<file path="src/hdl/css_defs.vh">
`ifndef CSS_DEFS_VH
`define CSS_DEFS_VH

// Register port offsets
`define CSS_OFS_GATE_CTRL   2'h0
`define CSS_OFS_STATUS      2'h1
`define CSS_OFS_FUSE_VIEW   2'h2

// Gate control register fields
`define CSS_GC_SLEEP_CORE   0
`define CSS_GC_STOP_PERIPH  1
`define CSS_GC_STOP_ASYNC   2
`define CSS_GC_STOP_CONV    3
`define CSS_GC_DEEP_SLEEP   4
`define CSS_GC_WIDTH        5
`define CSS_GC_RESET        5'h00

// Factory fuse values, a one is unprogrammed
`define CSS_SEL_RESET       4'h1
`define CSS_SUT_RESET       2'h2
`define CSS_AMP_RESET       1'h1

// Source kinds decoded from the source select field
`define CSS_SRC_CRYSTAL     3'h0
`define CSS_SRC_LOWFREQ     3'h1
`define CSS_SRC_EXT_RC      3'h2
`define CSS_SRC_INT_RC      3'h3
`define CSS_SRC_EXT_CLK     3'h4

// Select code boundaries
`define CSS_SEL_CRYSTAL_LO  4'hA
`define CSS_SEL_LOWFREQ     4'h9
`define CSS_SEL_EXT_RC_LO   4'h5
`define CSS_SEL_INT_RC_LO   4'h1

// Crystal frequency range codes
`define CSS_RNG_0P4_0P9     2'h0
`define CSS_RNG_0P9_3P0     2'h1
`define CSS_RNG_3P0_8P0     2'h2
`define CSS_RNG_1P0_UP      2'h3

// Start-up counts, in oscillator cycles
`define CSS_CNT_W           17
`define CSS_WAKE_258        17'h0_0102
`define CSS_WAKE_1K         17'h0_0400
`define CSS_WAKE_16K        17'h0_4000
`define CSS_WAKE_OTHER      17'h0_0006
`define CSS_DLY_NONE        17'h0_0000
`define CSS_DLY_4K          17'h0_1000
`define CSS_DLY_64K         17'h1_0000

`endif

</file>
<file path="src/hdl/css_tick_counter.v">
`timescale 1ns/1ps
// Counts rising edges of a slow oscillator seen on a pin
module css_tick_counter (
  // Clock and reset
  input  wire                   mclk,
  input  wire                   rst_b,
  // Oscillator pin level
  input  wire                   rawIn,
  // Control
  input  wire                   start,
  input  wire [16:0]            target,
  // Status
  output reg                    busy,
  output reg                    done
);

  reg        syncA;     // First stage, read only by syncB
  reg        syncB;     // Second stage
  reg        syncC;     // Third stage
  reg        level;     // Accepted level
  reg        levelPrev; // Level one cycle ago
  reg [16:0] count;     // Edges seen so far
  wire       tick;      // One accepted rising edge

  assign tick = level & ~levelPrev;

  // Three flip-flop synchroniser, level accepted when stages two and three agree
  always @(posedge mclk or negedge rst_b) begin
    if (!rst_b) begin
      syncA     <= 1'b0;
      syncB     <= 1'b0;
      syncC     <= 1'b0;
      level     <= 1'b0;
      levelPrev <= 1'b0;
    end else begin
      syncA     <= rawIn;
      syncB     <= syncA;
      syncC     <= syncB;
      if (syncB == syncC) begin
        level <= syncC;
      end
      levelPrev <= level;
    end
  end

  // Edge counter with a one-cycle done pulse
  always @(posedge mclk or negedge rst_b) begin
    if (!rst_b) begin
      count <= 17'h0_0000;
      busy  <= 1'b0;
      done  <= 1'b0;
    end else begin
      done <= 1'b0;
      if (start) begin
        count <= 17'h0_0000;
        // Zero length finishes at once
        if (target == 17'h0_0000) begin
          busy <= 1'b0;
          done <= 1'b1;
        end else begin
          busy <= 1'b1;
        end
      end else if (busy && tick) begin
        if (count + 17'h0_0001 == target) begin
          busy <= 1'b0;
          done <= 1'b1;
        end
        count <= count + 17'h0_0001;
      end
    end
  end

endmodule // css_tick_counter

</file>
<file path="src/hdl/css_clock_startup.v">
// Overview of operation
// - Decode source select into five clock sources
// - Fuse one means unprogrammed, zero programmed
// - Wake from deep sleep counts source cycles
// - Reset adds none, 4096 or 65536 watchdog cycles
// - Factory default: internal RC one, start-up two
// - Amplifier option picks full or reduced swing
// - Crystal select bits give frequency range at reduced swing
// - Low bit plus start-up field set crystal wake count
// - Low bit plus start-up field set crystal reset delay
// - Five separately gated clock domains
// - Core clock stop halts core state
// - Program memory clock follows core clock
// - Converter clock runs while core is halted in light sleep
// - Peripheral clock for timers, serial, interrupts
// - Async timer only with internal oscillator
`timescale 1ns/1ps
`include "css_defs.vh"

module css_clock_startup #(
  parameter [16:0] DLY_SHORT = `CSS_DLY_4K,   // Short reset delay, watchdog cycles
  parameter [16:0] DLY_LONG  = `CSS_DLY_64K,  // Long reset delay, watchdog cycles
  parameter [16:0] WAKE_LONG = `CSS_WAKE_16K  // Longest wake count, source cycles
) (
  // Clock and reset
  input  wire                   mclk,
  input  wire                   rst_b,
  // Fuse field levels
  input  wire [3:0]             clockSourceSelect,
  input  wire [1:0]             startupTimeSelect,
  input  wire                   amplifierSwingOption,
  // Oscillator levels from pins
  input  wire                   watchdogOscIn,
  input  wire                   sourceClockIn,
  // Wake event from interrupt logic
  input  wire                   wakeEvent,
  // Register port
  input  wire [1:0]             regAddr,
  input  wire [7:0]             regWrData,
  input  wire                   regWrite,
  input  wire                   regRead,
  output reg  [7:0]             regRdData,
  // Clock domain enables
  output reg                    coreClockEn,
  output reg                    programMemoryClockEn,
  output reg                    peripheralClockEn,
  output reg                    asyncTimerClockEn,
  output reg                    converterClockEn,
  // Reset and oscillator setup
  output reg                    internalReset_b,
  output reg                    fullSwingAmp,
  output reg  [1:0]             crystalRange,
  output reg  [2:0]             sourceKind
);

  // Start-up sequence states
  localparam [2:0] ST_LATCH  = 3'h0;  // Catch fuses after reset release
  localparam [2:0] ST_DELAY  = 3'h1;  // Watchdog-timed reset delay
  localparam [2:0] ST_START  = 3'h2;  // Source-timed oscillator start
  localparam [2:0] ST_RUN    = 3'h3;  // Core running
  localparam [2:0] ST_SLEEP  = 3'h4;  // Core halted

  // Sequence after reset release:
  // One cycle in ST_LATCH to catch the fuse levels.
  // Until then the latches show the factory values.
  // ST_DELAY starts the watchdog-timed counter once.
  // The start strobe is held off while busy or done.
  // A zero delay finishes in the cycle after start.
  // Delay done starts the source-timed counter.
  // Internal reset lifts as ST_START is entered.
  // Source count done moves the sequence to ST_RUN.
  // Core and program memory enables follow one edge later.
  //
  // Sleep handling:
  // Software sets the sleep bit in the gate control word.
  // ST_RUN then moves to ST_SLEEP at the next edge.
  // A wake event in light sleep returns to ST_RUN at once.
  // In deep sleep the oscillator is taken as stopped.
  // Deep wake therefore reruns the source-timed count.
  // Wake clears the sleep and deep sleep bits.
  // A register write in the same cycle wins over that clear.
  //
  // Domain enables:
  // Core and program memory run only in ST_RUN.
  // Peripheral and converter run in ST_RUN and light sleep.
  // Deep sleep stops the peripheral and converter domains.
  // Each of those two has its own stop bit as well.
  // The async timer needs the internal RC source.
  // It keeps running through both sleep kinds.
  //
  // Hazards and limits:
  // Fuses are read once; later pin changes are ignored.
  // Both counters see raw oscillator levels through a
  // three-stage synchroniser, so each oscillator phase
  // must span at least three system clocks.
  // Edges arriving while a counter is idle are dropped.
  // The enables are levels for external clock gates,
  // not gated clocks themselves.
  // Reset delay lengths are parameters so that tests
  // can shorten them; the defaults are the real counts.
  // Non-crystal sources use a short fixed wake count.

  reg  [2:0]             state;          // Current state
  reg  [2:0]             next_state;     // Next state
  reg  [3:0]             selLatch;       // Captured source select
  reg  [1:0]             sutLatch;       // Captured start-up field
  reg                    ampLatch;       // Captured amplifier option
  reg  [`CSS_GC_WIDTH-1:0] gateCtrl;     // Software gate control
  reg                    delayStart;     // Start watchdog count
  reg                    wakeStart;      // Start source count
  reg  [16:0]            delayTarget;    // Reset delay length
  reg  [16:0]            wakeTarget;     // Wake count length
  reg  [2:0]             next_kind;      // Decoded source kind
  reg  [1:0]             next_range;     // Decoded crystal range
  wire [2:0]             tableIdx;       // Low select bit and start-up field
  wire                   delayBusy;      // Watchdog count running
  wire                   delayDone;      // Watchdog count finished
  wire                   wakeBusy;       // Source count running
  wire                   wakeDone;       // Source count finished
  wire                   asyncAllowed;   // Async timer permitted
  wire                   deepSleep;      // Oscillator stopped in sleep
  wire                   coreOn;         // Core may be clocked

  assign tableIdx     = {selLatch[0], sutLatch};
  assign deepSleep    = gateCtrl[`CSS_GC_DEEP_SLEEP];
  assign coreOn       = (state == ST_RUN);
  // Internal RC runs at 1 MHz or more, well above four times 32 kHz
  assign asyncAllowed = (next_kind == `CSS_SRC_INT_RC);

  // Fuses caught once after reset release, factory values until then
  always @(posedge mclk or negedge rst_b) begin
    if (!rst_b) begin
      selLatch <= `CSS_SEL_RESET;
      sutLatch <= `CSS_SUT_RESET;
      ampLatch <= `CSS_AMP_RESET;
    end else if (state == ST_LATCH) begin
      selLatch <= clockSourceSelect;
      sutLatch <= startupTimeSelect;
      ampLatch <= amplifierSwingOption;
    end
  end

  // Source kind from select field ranges
  always @* begin
    if (selLatch >= `CSS_SEL_CRYSTAL_LO) begin
      next_kind = `CSS_SRC_CRYSTAL;
    end else if (selLatch == `CSS_SEL_LOWFREQ) begin
      next_kind = `CSS_SRC_LOWFREQ;
    end else if (selLatch >= `CSS_SEL_EXT_RC_LO) begin
      next_kind = `CSS_SRC_EXT_RC;
    end else if (selLatch >= `CSS_SEL_INT_RC_LO) begin
      next_kind = `CSS_SRC_INT_RC;
    end else begin
      next_kind = `CSS_SRC_EXT_CLK;
    end
  end

  // Crystal range; a programmed (zero) option means wide range
  always @* begin
    if (ampLatch == 1'b0) begin
      next_range = `CSS_RNG_1P0_UP;
    end else begin
      case (selLatch[3:1])
        3'h5:    next_range = `CSS_RNG_0P4_0P9;
        3'h6:    next_range = `CSS_RNG_0P9_3P0;
        default: next_range = `CSS_RNG_3P0_8P0;
      endcase
    end
  end

  // Wake count and reset delay lengths
  always @* begin
    if (next_kind == `CSS_SRC_CRYSTAL) begin
      case (tableIdx)
        3'h0, 3'h1:       wakeTarget = `CSS_WAKE_258;
        3'h2, 3'h3, 3'h4: wakeTarget = `CSS_WAKE_1K;
        default:          wakeTarget = WAKE_LONG;
      endcase
      case (tableIdx)
        3'h2, 3'h5:       delayTarget = `CSS_DLY_NONE;
        3'h0, 3'h3, 3'h6: delayTarget = DLY_SHORT;
        default:          delayTarget = DLY_LONG;
      endcase
    end else begin
      // Other sources use a short fixed wake count
      wakeTarget = `CSS_WAKE_OTHER;
      case (sutLatch)
        2'h0:    delayTarget = `CSS_DLY_NONE;
        2'h1:    delayTarget = DLY_SHORT;
        default: delayTarget = DLY_LONG;
      endcase
    end
  end

  // Watchdog oscillator delay counter
  css_tick_counter u_delayCounter (
    .mclk   (mclk),
    .rst_b  (rst_b),
    .rawIn  (watchdogOscIn),
    .start  (delayStart),
    .target (delayTarget),
    .busy   (delayBusy),
    .done   (delayDone)
  );

  // Selected source start-up counter
  css_tick_counter u_wakeCounter (
    .mclk   (mclk),
    .rst_b  (rst_b),
    .rawIn  (sourceClockIn),
    .start  (wakeStart),
    .target (wakeTarget),
    .busy   (wakeBusy),
    .done   (wakeDone)
  );

  // Sequence control
  always @* begin
    next_state = state;
    delayStart = 1'b0;
    wakeStart  = 1'b0;
    case (state)
      ST_LATCH: begin
        // Fuses settle this cycle, delay starts next
        next_state = ST_DELAY;
      end
      ST_DELAY: begin
        if (!delayBusy && !delayDone) begin
          delayStart = 1'b1;
        end else if (delayDone) begin
          wakeStart  = 1'b1;
          next_state = ST_START;
        end
      end
      ST_START: begin
        if (wakeDone) begin
          next_state = ST_RUN;
        end
      end
      ST_RUN: begin
        if (gateCtrl[`CSS_GC_SLEEP_CORE]) begin
          next_state = ST_SLEEP;
        end
      end
      ST_SLEEP: begin
        if (wakeEvent) begin
          if (deepSleep) begin
            wakeStart  = 1'b1;
            next_state = ST_START;
          end else begin
            next_state = ST_RUN;
          end
        end
      end
      default: begin
        next_state = ST_LATCH;
      end
    endcase
  end

  // State register; delayStart fires once since busy rises next cycle
  always @(posedge mclk or negedge rst_b) begin
    if (!rst_b) begin
      state <= ST_LATCH;
    end else begin
      state <= next_state;
    end
  end

  // Gate control register, sleep bits cleared on wake
  always @(posedge mclk or negedge rst_b) begin
    if (!rst_b) begin
      gateCtrl <= `CSS_GC_RESET;
    end else if (regWrite && regAddr == `CSS_OFS_GATE_CTRL) begin
      gateCtrl <= regWrData[`CSS_GC_WIDTH-1:0];
    end else if (state == ST_SLEEP && wakeEvent) begin
      gateCtrl[`CSS_GC_SLEEP_CORE] <= 1'b0;
      gateCtrl[`CSS_GC_DEEP_SLEEP] <= 1'b0;
    end
  end

  // Domain enables and decoded setup outputs
  always @(posedge mclk or negedge rst_b) begin
    if (!rst_b) begin
      coreClockEn          <= 1'b0;
      programMemoryClockEn <= 1'b0;
      peripheralClockEn    <= 1'b0;
      asyncTimerClockEn    <= 1'b0;
      converterClockEn     <= 1'b0;
      internalReset_b      <= 1'b0;
      fullSwingAmp         <= 1'b0;
      crystalRange         <= 2'h0;
      sourceKind           <= 3'h0;
    end else begin
      // Core state only clocked while running
      coreClockEn          <= coreOn;
      programMemoryClockEn <= coreOn;
      // Peripheral clock stops in deep sleep or on request
      peripheralClockEn    <= (state >= ST_RUN) && !deepSleep
                              && !gateCtrl[`CSS_GC_STOP_PERIPH];
      // Async timer keeps running through sleep when allowed
      asyncTimerClockEn    <= (state >= ST_RUN) && asyncAllowed
                              && !gateCtrl[`CSS_GC_STOP_ASYNC];
      // Converter runs while core is halted, not in deep sleep
      converterClockEn     <= (state >= ST_RUN) && !deepSleep
                              && !gateCtrl[`CSS_GC_STOP_CONV];
      internalReset_b      <= (next_state != ST_LATCH)
                              && (next_state != ST_DELAY);
      fullSwingAmp         <= ~ampLatch;
      crystalRange         <= next_range;
      sourceKind           <= next_kind;
    end
  end

  // Read data, one cycle after the read strobe
  always @(posedge mclk or negedge rst_b) begin
    if (!rst_b) begin
      regRdData <= 8'h00;
    end else if (regRead) begin
      case (regAddr)
        `CSS_OFS_GATE_CTRL: regRdData <= {3'h0, gateCtrl};
        `CSS_OFS_STATUS:    regRdData <= {wakeBusy, delayBusy, asyncAllowed,
                                          2'h0, state};
        `CSS_OFS_FUSE_VIEW: regRdData <= {1'b0, ampLatch, sutLatch, selLatch};
        default:            regRdData <= 8'h00;
      endcase
    end else begin
      regRdData <= 8'h00;
    end
  end

endmodule // css_clock_startup

</file>
<file path="config.mk">
export PLATFORM = sky130hd
export DESIGN_NAME = css_clock_startup
export DESIGN_NICKNAME = d
export VERILOG_FILES = /design/src/hdl/css_tick_counter.v /design/src/hdl/css_clock_startup.v
export VERILOG_INCLUDE_DIRS = /design/src /design/src/hdl
export SDC_FILE = /design/constraint.sdc
export NUM_CORES = 1
export LEC_CHECK = 0
export BUFFER_PORTS_ARGS = -buffer_cell sky130_fd_sc_hd__buf_2
export CAP_MARGIN = 5
export CORE_MARGIN = 3
export CORE_UTILIZATION = 51
export CTS_BUF_LIST = sky130_fd_sc_hd__clkbuf_8
export DETAILED_ROUTE_END_ITERATION = 8
export HOLD_SLACK_MARGIN = 0.05
export PLACE_DENSITY = 0.69
export SETUP_SLACK_MARGIN = 0.15
export SYNTH_ARGS = -nofsm -noshare
export SYNTH_HDL_FRONTEND = slang
export SYNTH_SLANG_ARGS = --single-unit
</file>
<file path="constraint.sdc">
create_clock -name mclk -period 2.1 [get_ports mclk]
set_input_delay 0.105 -clock mclk [delete_from_list [all_inputs] [get_ports mclk]]
set_output_delay 0.105 -clock mclk [all_outputs]
set_load 0.01 [all_outputs]
</file>
==> metrics.md, run 1 <==
| Metric | Value |
|---|---|
| Post-synth ARST share | 100% |
| CTS tree | built |
| Routed WL per cell | 16.5 um |
| Post-detailed-routing wire length | 10.8 mm |
| Diodes inserted | 0 |
| Setup violations, final | 0 |
| Clk pin slew, worst setup/hold paths | 0.10 ns |
| Max frequency | around 480 MHz |
| IO Port Bufs | 40 |
| Post-route setup TNS | 0 ns |
| Mapped Area | 4300 um2 |
| Post-synth EDFFs | 0 |
| Syn_area_per_cell | between 9 and 10 um2 |
| Slowest Stage Delay on Critical Path | 0.42 ns |
| Core ar. | 7970 um2 |
| Drt initial violations | around 230 |
| Remaining DRCs | 0 |
| Worst setup path start | u_delayCounter.count[3]$_DFFE_PN0P_ |
| Chip width | roughly 98 um |
| Slowest CP cell | dfrtp_2 |
| Hold slack | 0.126 ns |
| Gpl congestion | 0.850 |
| Worst vdd ir | 0.753 mV |
| P_leak | approximately 2.5 nW |
| Fin Clk Skew | 0.00958 ns |
| Core Util, Final | between 60% and 70% |
| GRT Overall Usage | 22.7% |
| Hpwl dp | 6.88 mm |
| Final-stage net count | 574 |
| Max FO, Critical Path | 6 |
| Area Overhead vs Synth | 29.1% |
| Reg2reg setup slack | 0.01 ns |
| Multi-input logic area | 2340 um2 |
| FF+latch count, synth | 82 |
| Min cycle time layout | 2.09 ns |
| IO Pins | 44 |
| DR pass1 iterations | 5 |
| Post-DR vias/cell | about 5.8 |
| Final ANT Viol Nets | 0 |
| Clk root buf | clkbuf_8 |
| Most used cell, CP | buf_4 |
| MaxCap Viol Count | 0 |
| First-pass GRT wire length | 18.0 mm |
| Clock Tree Buf Depth | 2 |
| Net Count, Synth | 476 |
| Share of layout cells above drive strength 1 | 31.5% |
| Startpoint types | flop |
| Share of the yosys chip area belonging to registers | a little under half |
| Site Rows | 32 |
| Post-Syn Instances | 450 |
| Total die area | 9580 um2 |
| Layout Cells excl Fill | between 600 and 700 |
| TritonCTS buffer count | 9 |
| Gr ovfl total | 0 |
| Crit share post-route | 99.5% |
| GR peak layer | met2 |
| Filler cell count | 588 |
| Vias in the first global route | 3807 |
| Setup CP Type | flop to flop |
| H-tree levels | 3 |
| Ys flop type | dfrtp_1 |
| Worst Tran Pin Value | 0.479 ns |
| Slew Viols, Final | 0 |
| Antenna violations before repair | 0 |
| Clock Sinks | between 80 and 90 |
| Hold Path Class | input pin to flop |
| Design area | 5560 um2 |
| Skew-Pair Late Insertion Delay | roughly 0.35 ns |
| Sequential cell area | 2060 um2 |
| CP Cell Sequence | nand3_4 > buf_4 > nor4_4 > a311oi_4 > a2111oi_2 > buf_4 > a31o_2 > o211ai_1 |
| Met3 GRT Util | 5.93% |
| Worst r2r src | u_delayCounter.count[3]$_DFFE_PN0P_ |
| Placed instance area | 4840 um2 |
| Met2 Resource Use GR | 38.1% |
| Vias | 3809 |
| Largest net degree at the start of global routing | 34 |
| Max_slew headroom | roughly 68% |
| RSZ-0062 raised after global routing | true |
| Synth unique cells | 64 |
| YS warnings | 0 |
| Power Dens Cells | 968 nW/um2 |
| CP Data Arrival Time | 2.32 ns |
| Final count of hold timing violations | 0 |
| CP Capture Type | flop |
| Routing usage on met1 | 29.4% |
| Placed cell count | around 610 |
| Required @ worst endpoint | approximately 2.3 ns |
| Die Ht | roughly 98 um |
| Initial Util | 54.0% |
| Status | complete, no violations |
| Hold Path Origin | regAddr[0] |
-- cell usage after synthesis (all sizes together), types with 5 or more instances --
| cell type | count | share of area, % |
|---|---|---|
| mux2i | 8 | 1.9 |
| xnor2 | 11 | 2.2 |
| inv | 7 | 0.61 |
| nor4 | 6 | 1.2 |
| mux2 | 10 | 2.6 |
| buf | 9 | 1.1 |
| dfrtp | 79 | 46 |
| nand2 | 42 | 3.7 |
| nor3 | 9 | 1.0 |
| and3 | 14 | 2.1 |
| nand3 | 23 | 3.0 |
| nand4 | 15 | 2.2 |
| o21ai | 35 | 4.1 |
| xor2 | 22 | 4.5 |
| clkbuf | 17 | 1.5 |
| a21oi | 11 | 1.3 |
| nand3b | 5 | 0.87 |
| a31oi | 5 | 0.73 |
| nor2 | 51 | 4.4 |
| and2 | 9 | 1.3 |
-- sequential cells by signal, indices dropped and copies added, names as in the netlist, 2 cells and up --
name,cells
u_delayCounter.count,17
u_wakeCounter.count,17
regRdData,8
gateCtrl,5
selLatch,4
sourceKind,3
state,3
crystalRange,2
sutLatch,2
-- kinds of logic (layout without fill, tap and decap cells) --
logic type	after synthesis	in the layout	synth area share, %
AO/OA/AOI/OAI	83	83	12.6
XOR/XNOR	34	34	7.27
adder cells (fa/ha/maj)	4	4	1.05
buffers and inverters	33	136	3.23
flip-flops	82	82	47.8
multiplexers	18	18	4.48
AND/OR/NAND/NOR	196	196	23.6
-- worst paths after layout --
kind | to | depth (start not counted)
setup / recovery | u_delayCounter.busy$_DFFE_PN0P_ | 8
hold / removal | regRdData[4]$_DFF_PN0_ | 3
min in group asynchronous | u_delayCounter.count[3]$_DFFE_PN0P_ | 2
setup reg to reg | u_delayCounter.busy$_DFFE_PN0P_ | 8
hold reg to reg | u_delayCounter.syncB$_DFF_PN0_ | 0
max in group asynchronous | converterClockEn$_DFF_PN0_ | 3
-- cell usage in the layout (no fill, tap or decap), types with 3 or more instances in the layout --
| master | instances |
|---|---|
| dfrtp_1 | 72 |
| buf_4 | 52 |
| nor2_1 | 49 |
| nand2_1 | 40 |
| buf_2 | 39 |
| o21ai_0 | 32 |
| nand3_1 | 21 |
| xor2_1 | 20 |
| dlygate4sd3_1 | 17 |
| nand4_1 | 15 |
| and3_1 | 12 |
| a21oi_1 | 10 |
| mux2_2 | 10 |
| xnor2_1 | 9 |
| clkbuf_8 | 9 |
| nor3_1 | 8 |
| inv_1 | 7 |
| mux2i_1 | 7 |
| and2_1 | 7 |
| dfrtp_2 | 7 |
| nand3b_1 | 5 |
| a31oi_1 | 5 |
| nor2b_1 | 4 |
| o22ai_1 | 4 |
| o21ai_1 | 3 |
| o31ai_1 | 3 |
| nor3b_1 | 3 |
| dfstp_2 | 3 |
| inv_6 | 3 |
| buf_6 | 3 |
-- report_power, final --
group,leakage (nW),internal (W),switching [W]
sequential,1.04,0.00191,0.000296
clock,0.0886,0.000449,0.000649
combinational,1.42,0.000975,0.00110
total,2.54,0.00333,0.00205
-- metrics by stage --
| step | total power, W | setup slack [ns] |
|---|---|---|
| 2_1_floorplan | 0.00335 | 0.129 |
| 3_3_place_gp | 0.00391 | 0.0335 |
| 3_5_place_dp | 0.00397 | -0.0598 |
| 4_1_cts | 0.00522 | 0.0627 |
| 5_1_grt | 0.00573 | -0.0671 |
| 6_report | 0.00538 | 0.0102 |
-- final cells by class --
type | instances | area share, %
Inverter | 7 | 0.473
Clock inverter | 7 | 1.04
Clock buffer | 9 | 2.23
Multi-Input combinational cell | 335 | 42.2
Sequential cell | 82 | 37.2
Timing Repair Buffer | 113 | 14.7
Tap cell | 102 | 2.30
-- critical path, delay by kind of cell (launching register included) --
| kind | cells | cell delay [ns] |
|---|---|---|
| compound gates | 4 | 0.70 |
| buf+inv | 2 | 0.36 |
| flops | 1 | 0.42 |
| simple gates | 2 | 0.48 |
-- metal layers --
| layer | routed length (um) | part of all wire, % | vias to the layer above |
|---|---|---|---|
| met1 | 4780 | 44 | 1889 |
| met2 | 5300 | 49 | 108 |
| met5 | 0 | 0 | - |
| li1 | - | - | 1793 |
| met4 | 177 | 1.6 | 0 |
| met3 | 576 | 5.3 | 19 |
-- what timing repair did --
action                     in CTS  in global routing
hold endpoints to repair       49                  0
pin swaps                       8                 11
setup endpoints to repair       4                 15
buffers inserted               10                  7
hold buffers                   17                  0
gates resized for setup        18                 36
No activity file was read; power rests on OpenSTA's default activity.
==> run 2, diff against run 1 <==
--- a/config.mk
+++ b/config.mk
@@ -13,7 +13,7 @@
 export CTS_BUF_LIST = sky130_fd_sc_hd__clkbuf_8
 export DETAILED_ROUTE_END_ITERATION = 8
 export HOLD_SLACK_MARGIN = 0.05
-export PLACE_DENSITY = 0.69
+export PLACE_DENSITY = 0.67
 export SETUP_SLACK_MARGIN = 0.15
 export SYNTH_ARGS = -nofsm -noshare
 export SYNTH_HDL_FRONTEND = slang
==> constraint.sdc (replaced) <==
create_clock -name mclk -period 2.15 [get_ports mclk]
set_input_delay 0.1075 -clock mclk [delete_from_list [all_inputs] [get_ports mclk]]
set_output_delay 0.1075 -clock mclk [all_outputs]
set_load 0.01 [all_outputs]
==> run 2 against run 1 <==
First-iteration DRC count fell by 39%. Design area fell by 1.1%. Clock power rose by 16%. Clock-buffer cell count did not move. Routed wire length fell by 5.8%. Largest cell class unchanged.
==> metrics.md, run 2 (synthesis gave the netlist of run 1 again) <==
| Metric | Value |
|---|---|
| Clock Sinks | 82 |
| Diodes inserted | 0 |
| Final WS setup | 0.125 ns |
| Post-DR vias/cell | 5.71 |
| Clk pin slew, worst setup/hold paths | roughly 0.090 ns |
| Die Ht | 97.9 um |
| P_leak | approximately 2.5 nW |
| MaxCap Viol Count | 0 |
| IO Pins | 44 |
| Max_slew headroom | 64.4% |
| Remaining DRCs | 0 |
| Met2 Resource Use GR | 34.8% |
| GR peak layer | met2 |
| Gpl congestion | ~0.85 |
| Final count of hold timing violations | 0 |
| Top flop regs | u_delayCounter.count x17, u_wakeCounter.count x17, regRdData x8 |
| Combinational Power Share | 35.6% |
| Status | complete, no violations |
| Sw Pwr | 0.00193 W |
| Initial Util | 54.0% |
| Startpoint types | flop |
| WP buf/inv | 0 |
| Worst Tran Pin Value | roughly 0.53 ns |
| Place WS | 0.0345 ns |
| Area Overhead vs Synth | 27.7% |
| CP Capture Type | flop |
| Top delay family on crit path | simple AND/OR/NAND/NOR gates |
| Hpwl dp | 6.67 mm |
| Gr ovfl total | 0 |
| TritonCTS buffer count | 9 |
| Slew Viols, Final | 0 |
| Fin Clk Skew | between 0.015 and 0.02 ns |
| CP Data Arrival Time | ~2.3 ns |
| Core ar. | 7970 um2 |
| Drt initial violations | roughly 140 |
| CTS tree | built |
| Post-route setup TNS | 0 ns |
| GRT Overall Usage | 21.2% |
| Slowest Stage Delay on Critical Path | 0.62 ns |
| Routing usage on met1 | 28.0% |
| Max frequency | approximately 490 MHz |
| Power Dens Cells | 978 nW/um2 |
| RSZ-0062 raised after global routing | true |
| Vias in the first global route | 3466 |
| Max FO, Critical Path | 4 |
| Setup CP Type | flop to flop |
| Largest net degree at the start of global routing | 44 |
| Crit share post-route | a little over nine tenths |
| Placed instance area | 4800 um2 |
| Hold Path Class | input pin to flop |
| Internal Power | 0.00344 W |
| Required @ worst endpoint | about 2.4 ns |
| Final ANT Viol Nets | 0 |
| Commonest non-fill, non-tap cell in the layout | dfrtp_1 |
| Routed WL per cell | 15.9 um |
| Chip width | 97.9 um |
| First-pass GRT wire length | about 17 mm |
| CP Cell Sequence | or4_2 > nor2_2 > o21ai_2 > a2111oi_4 > a31o_2 > o211ai_1 |
| Clock Tree Buf Depth | 2 |
| Antenna violations before repair | 0 |
| Design area | 5490 um2 |
| Reg power frac | 40.6% |
| Most frequent cells in the layout | dfrtp_1, nor2_1, nand2_1, buf_4, buf_2 |
| Switching share of total power | 36.0% |
| Worst vdd ir | 0.753 mV |
| Share of layout cells above drive strength 1 | between 20% and 30% |
| Final-stage net count | 561 |
| Clk root buf | clkbuf_8 |
| Slowest CP cell | or4_2 |
| DR pass1 iterations | 4 |
| Clock power share | 23.7% |
| IO Port Bufs | 40 |
| Site Rows | 32 |
| Vias | 3666 |
| Skew-Pair Late Insertion Delay | 0.36 ns |
| Setup violations, final | 0 |
| Total die area | 9580 um2 |
| Met3 GRT Util | 6.21% |
| Min cycle time layout | 2.02 ns |
| Post-detailed-routing wire length | 10.2 mm |
| Hold slack | 0.121 ns |
| H-tree levels | 3 |
run 2: cell type report:
| class | instances | area, um2 |
|---|---|---|
| clock inverters | 7 | 98.8 |
| fillers | 584 | 2470 |
| multi-input cells | 335 | 2330 |
| flip-flops and latches | 82 | 2060 |
| well taps | 102 | 128 |
| clock buffers | 9 | 124 |
| repair buffers | 100 | 719 |
| inverters | 7 | 26.3 |
run 2: metrics by stage:
step / total power (W) / util [%] / std cells
finish: 0.00537 / 69.0 / 642
global route: 0.00571 / 69.0 / 642
CTS: 0.00522 / 66.4 / 635
detailed placement: 0.00385 / 60.2 / 600
global placement: 0.00380 / 60.2 / 600
floorplan: 0.00328 / - / 450
run 2: worst register-to-register path, cell delays in order, from the launching register on:
cell	delay, ns
dfrtp_2	0.45
or4_2	0.62
nor2_2	0.12
o21ai_2	0.08
a2111oi_4	0.33
a31o_2	0.21
o211ai_1	0.08
run 2: metal layers:
metal  vias to the layer above  share of wire, %
met5                         -                 0
met4                         0               1.4
met3                        16               5.4
met2                        95                48
met1                      1781                45
li1                       1774                 -
run 2: what timing repair did:
item                       in CTS  in global routing
resized for setup              18                 30
hold endpoints to repair       62                  0
pin swaps                       7                  8
hold buffers                   17                  0
setup endpoints to repair       4                 11
buffers inserted                2                  7
run 2: power groups by stage:
stage	logic (W)	registers (W)	clock network (W)
floorplan	0.00118	0.00210	0
global placement	0.00163	0.00217	0
detailed placement	0.00168	0.00217	0
CTS	0.00177	0.00216	0.00130
global route	0.00211	0.00222	0.00137
finish	0.00191	0.00218	0.00128
run 2: final timing paths:
path | slack [ns] | startpoint | endpoint | cells past startpoint
worst max-delay path | 0.13 | u_delayCounter.count[3]$_DFFE_PN0P_ | u_delayCounter.busy$_DFFE_PN0P_ | 6
worst max register to register | 0.13 | u_delayCounter.count[3]$_DFFE_PN0P_ | u_delayCounter.busy$_DFFE_PN0P_ | 6
worst min-delay path | 0.12 | regAddr[0] | regRdData[4]$_DFF_PN0_ | 3
worst min register to register | 0.35 | u_wakeCounter.syncA$_DFF_PN0_ | u_wakeCounter.syncB$_DFF_PN0_ | 0
min in group asynchronous | 0.26 | rst_b | u_delayCounter.count[5]$_DFFE_PN0P_ | 2
max in group asynchronous | 1.22 | rst_b | ampLatch$_DFFE_PN1P_ | 3
==> run 3, diff against run 2 <==
--- a/config.mk
+++ b/config.mk
@@ -6,6 +6,7 @@
 export SDC_FILE = /design/constraint.sdc
 export NUM_CORES = 1
 export LEC_CHECK = 0
+export ABC_AREA = 1
 export BUFFER_PORTS_ARGS = -buffer_cell sky130_fd_sc_hd__buf_2
 export CAP_MARGIN = 5
 export CORE_MARGIN = 3
==> run 3 against run 2 <==
First-iteration DRC count grew 44%. Via count is 8.9% higher. Critical endpoint is now u_wakeCounter.busy$_DFFE_PN0P_. Sequential share of layout area grew 3.0 points.
==> metrics.md, run 3 <==
| Metric | Value |
|---|---|
| Post-synth ARST share | 100% |
| Min-Delay Path Depth | 4 |
| Setup violations, final | 0 |
| Status | complete, no violations |
| Critical R2R Capture | u_wakeCounter.busy$_DFFE_PN0P_ |
| Hpwl dp | 7.36 mm |
| Largest net degree at the start of global routing | 43 |
| Max_slew headroom | a little under two thirds |
| Core ar. | 7970 um2 |
| Ys flop type | dfrtp_1 |
| Synth unique cells | 36 |
| Placed instance area | ~4700 um2 |
| Die Ht | between 90 and 100 um |
| Core Util, Final | 63.7% |
| Drt initial violations | 206 |
| Gr ovfl total | 0 |
| Max frequency | between 500 and 600 MHz |
| Post-Syn Instances | 565 |
| R2R cell count | 12 |
| Total die area | 9600 um2 |
| Synth top area cells | dfrtp_1, nand2_1, inv_1 |
| Hold Path Origin | wakeEvent |
| Most frequent cells in the layout | nand2_1, dfrtp_1, inv_1 |
| Design area | 5070 um2 |
| CP Capture Type | flop |
| Post-detailed-routing wire length | 10.3 mm |
| Syn_area_per_cell | 7.63 um2 |
| Synth Area in XOR/XNOR | 0.986% |
| Remaining DRCs | 0 |
| Post-synth EDFFs | 0 |
| Area share of the largest cell type after synthesis | 45.8% |
| Chip width | 98.0 um |
| Post-route setup TNS | 0 ns |
| Synth Area in Simple Gates | 32.0% |
| Reg2reg setup slack | between 0.3 and 0.4 ns |
| RSZ-0062 raised after global routing | false |
| Synth Area in Compound Gates | 9.54% |
| Hold slack | 0.117 ns |
| Clk root buf | clkbuf_8 |
| FF+latch count, synth | slightly above 80 |
| Commonest non-fill, non-tap cell in the layout | nand2_1 |
| Startpoint types | flop |
| Worst r2r src | u_wakeCounter.count[0]$_DFFE_PN0P_ |
| Final ANT Viol Nets | 0 |
| Max FO, Critical Path | 5 |
| P_leak | 2.51 nW |
| Overall power | 0.00507 W |
| Power Dens Cells | 998 nW/um2 |
| Area Overhead vs Synth | 17.6% |
| Antenna violations before repair | 0 |
| Slew Viols, Final | 0 |
| H-tree levels | 3 |
| Most frequent cells after synthesis | nand2_1, dfrtp_1, inv_1 |
| Post-synthesis mux area share | 1.04% |
| Count leader, synth | nand2_1 |
| First-pass GRT wire length | 17.7 mm |
| Clk pin slew, worst setup/hold paths | 0.10 ns |
| Largest family of logic cells by synthesized area | simple AND/OR/NAND/NOR gates |
| Mapped Area | 4310 um2 |
| Hold Path Class | input pin to flop |
| Initial Util | a little over half |
| GRT Overall Usage | 22.3% |
| Clock Sinks | 82 |
| Vias | 3991 |
| Worst Hold Path EP | state[2]$_DFF_PN0_ |
| Routed WL per cell | 13.8 um |
| Crit share post-route | 85.9% |
| Diodes inserted | 0 |
| IO Port Bufs | 40 |
| Share of layout cells above drive strength 1 | 16.2% |
| TritonCTS buffer count | 9 |
| Final-stage net count | 663 |
| Synth Area in Adders | 1.04% |
| Worst vdd ir | 0.657 mV |
| Site Rows | 32 |
| Gpl congestion | roughly 0.9 |
| Cell taking the most area after synthesis | dfrtp_1 |
| Top flop regs | u_delayCounter.count x17, u_wakeCounter.count x17, regRdData x8 |
| Setup CP Type | flop to flop |
| CTS tree | built |
| Net Count, Synth | 591 |
| Clock Tree Buf Depth | 2 |
| YS warnings | 0 |
| Post-DR vias/cell | 5.36 |
| Fin Clk Skew | 0.0176 ns |
| Final count of hold timing violations | 0 |
| MaxCap Viol Count | 0 |
| CP Data Arrival Time | 2.10 ns |
| Skew-Pair Late Insertion Delay | about 0.35 ns |
| DR pass1 iterations | 5 |
| Worst Tran Pin Value | 0.546 ns |
| Min cycle time layout | 1.85 ns |
| IO Pins | 44 |
| Required @ worst endpoint | around 2.4 ns |
| Vias in the first global route | 3927 |
| Share of the yosys chip area belonging to registers | a little under half |
## run 3: how the worst max path moves through the flow
stage,start,endpoint,slack [ns],cells after the start
3_5_place_dp,u_wakeCounter.count[0]$_DFFE_PN0P_,u_wakeCounter.busy$_DFFE_PN0P_,0.26,12
5_1_grt,u_wakeCounter.count[0]$_DFFE_PN0P_,u_wakeCounter.busy$_DFFE_PN0P_,0.14,12
4_1_cts,u_wakeCounter.count[0]$_DFFE_PN0P_,u_wakeCounter.busy$_DFFE_PN0P_,0.24,12
2_1_floorplan,u_wakeCounter.count[0]$_DFFE_PN0P_,u_wakeCounter.busy$_DFFE_PN0P_,0.55,12
3_3_place_gp,u_wakeCounter.count[0]$_DFFE_PN0P_,u_wakeCounter.busy$_DFFE_PN0P_,0.31,12
6_report,u_wakeCounter.count[0]$_DFFE_PN0P_,u_wakeCounter.busy$_DFFE_PN0P_,0.30,12
## run 3: layer usage
layer / part of all wire, % / vias up / track usage, %
met4: 1.8 / 0 / 8.20
met5: 0 / - / 0
met1: 46 / 1892 / 30.5
met2: 48 / 110 / 34.9
li1: - / 1975 / -
met3: 4.6 / 14 / 4.93
## run 3: worst max-delay path, stage by stage (launching register included)
cell and delay (ns):
dfrtp_1 0.42, ha_2 0.24, nand2_1 0.11, nor2_2 0.24, nand3_1 0.10, nand2_1 0.10
nand2_1 0.08, nand2_1 0.08, nand2_1 0.07, nor2_1 0.10, nand4_1 0.10, nand2_1 0.07
inv_1 0.03
## run 3: cell type report
class	count	area, um2
inverter	79	297
timing repair buffer	68	470
clock inverter	7	58.8
tap	102	128
sequential	82	2060
multi-input combinational	397	1940
clock buffer	9	124
fill	700	2890
## run 3: logic make-up (layout without fill, tap and decap cells)
| logic type | Yosys count | after routing |
|---|---|---|
| AO/OA/AOI/OAI | 71 | 71 |
| XOR/XNOR | 4 | 4 |
| adder cells (fa/ha/maj) | 4 | 4 |
| flip-flops | 82 | 82 |
| multiplexers | 4 | 4 |
| buffers and inverters | 86 | 163 |
| AND/OR/NAND/NOR | 314 | 314 |
## run 3: per-stage QoR
| step | cells | setup WS (ns) |
|---|---|---|
| global route | 744 | 0.144 |
| finish | 744 | 0.304 |
| detailed placement | 709 | 0.257 |
| CTS | 743 | 0.244 |
| global placement | 709 | 0.310 |
| floorplan | 565 | 0.548 |
## run 3: repair_timing
action / 4_1_cts / 5_1_grt
gates resized for setup: 0 / 6
setup buffers: 0 / 1
setup endpoints to repair: 0 / 2
endpoints found under the hold margin: 54 / 0
hold buffers: 18 / 0
## run 3: where the power goes
part	internal [W]	switching (W)	leakage [nW]
clock	0.000443	0.000625	0.0929
combinational	0.000675	0.00115	1.37
sequential	0.00186	0.000304	1.05
total	0.00298	0.00208	2.51
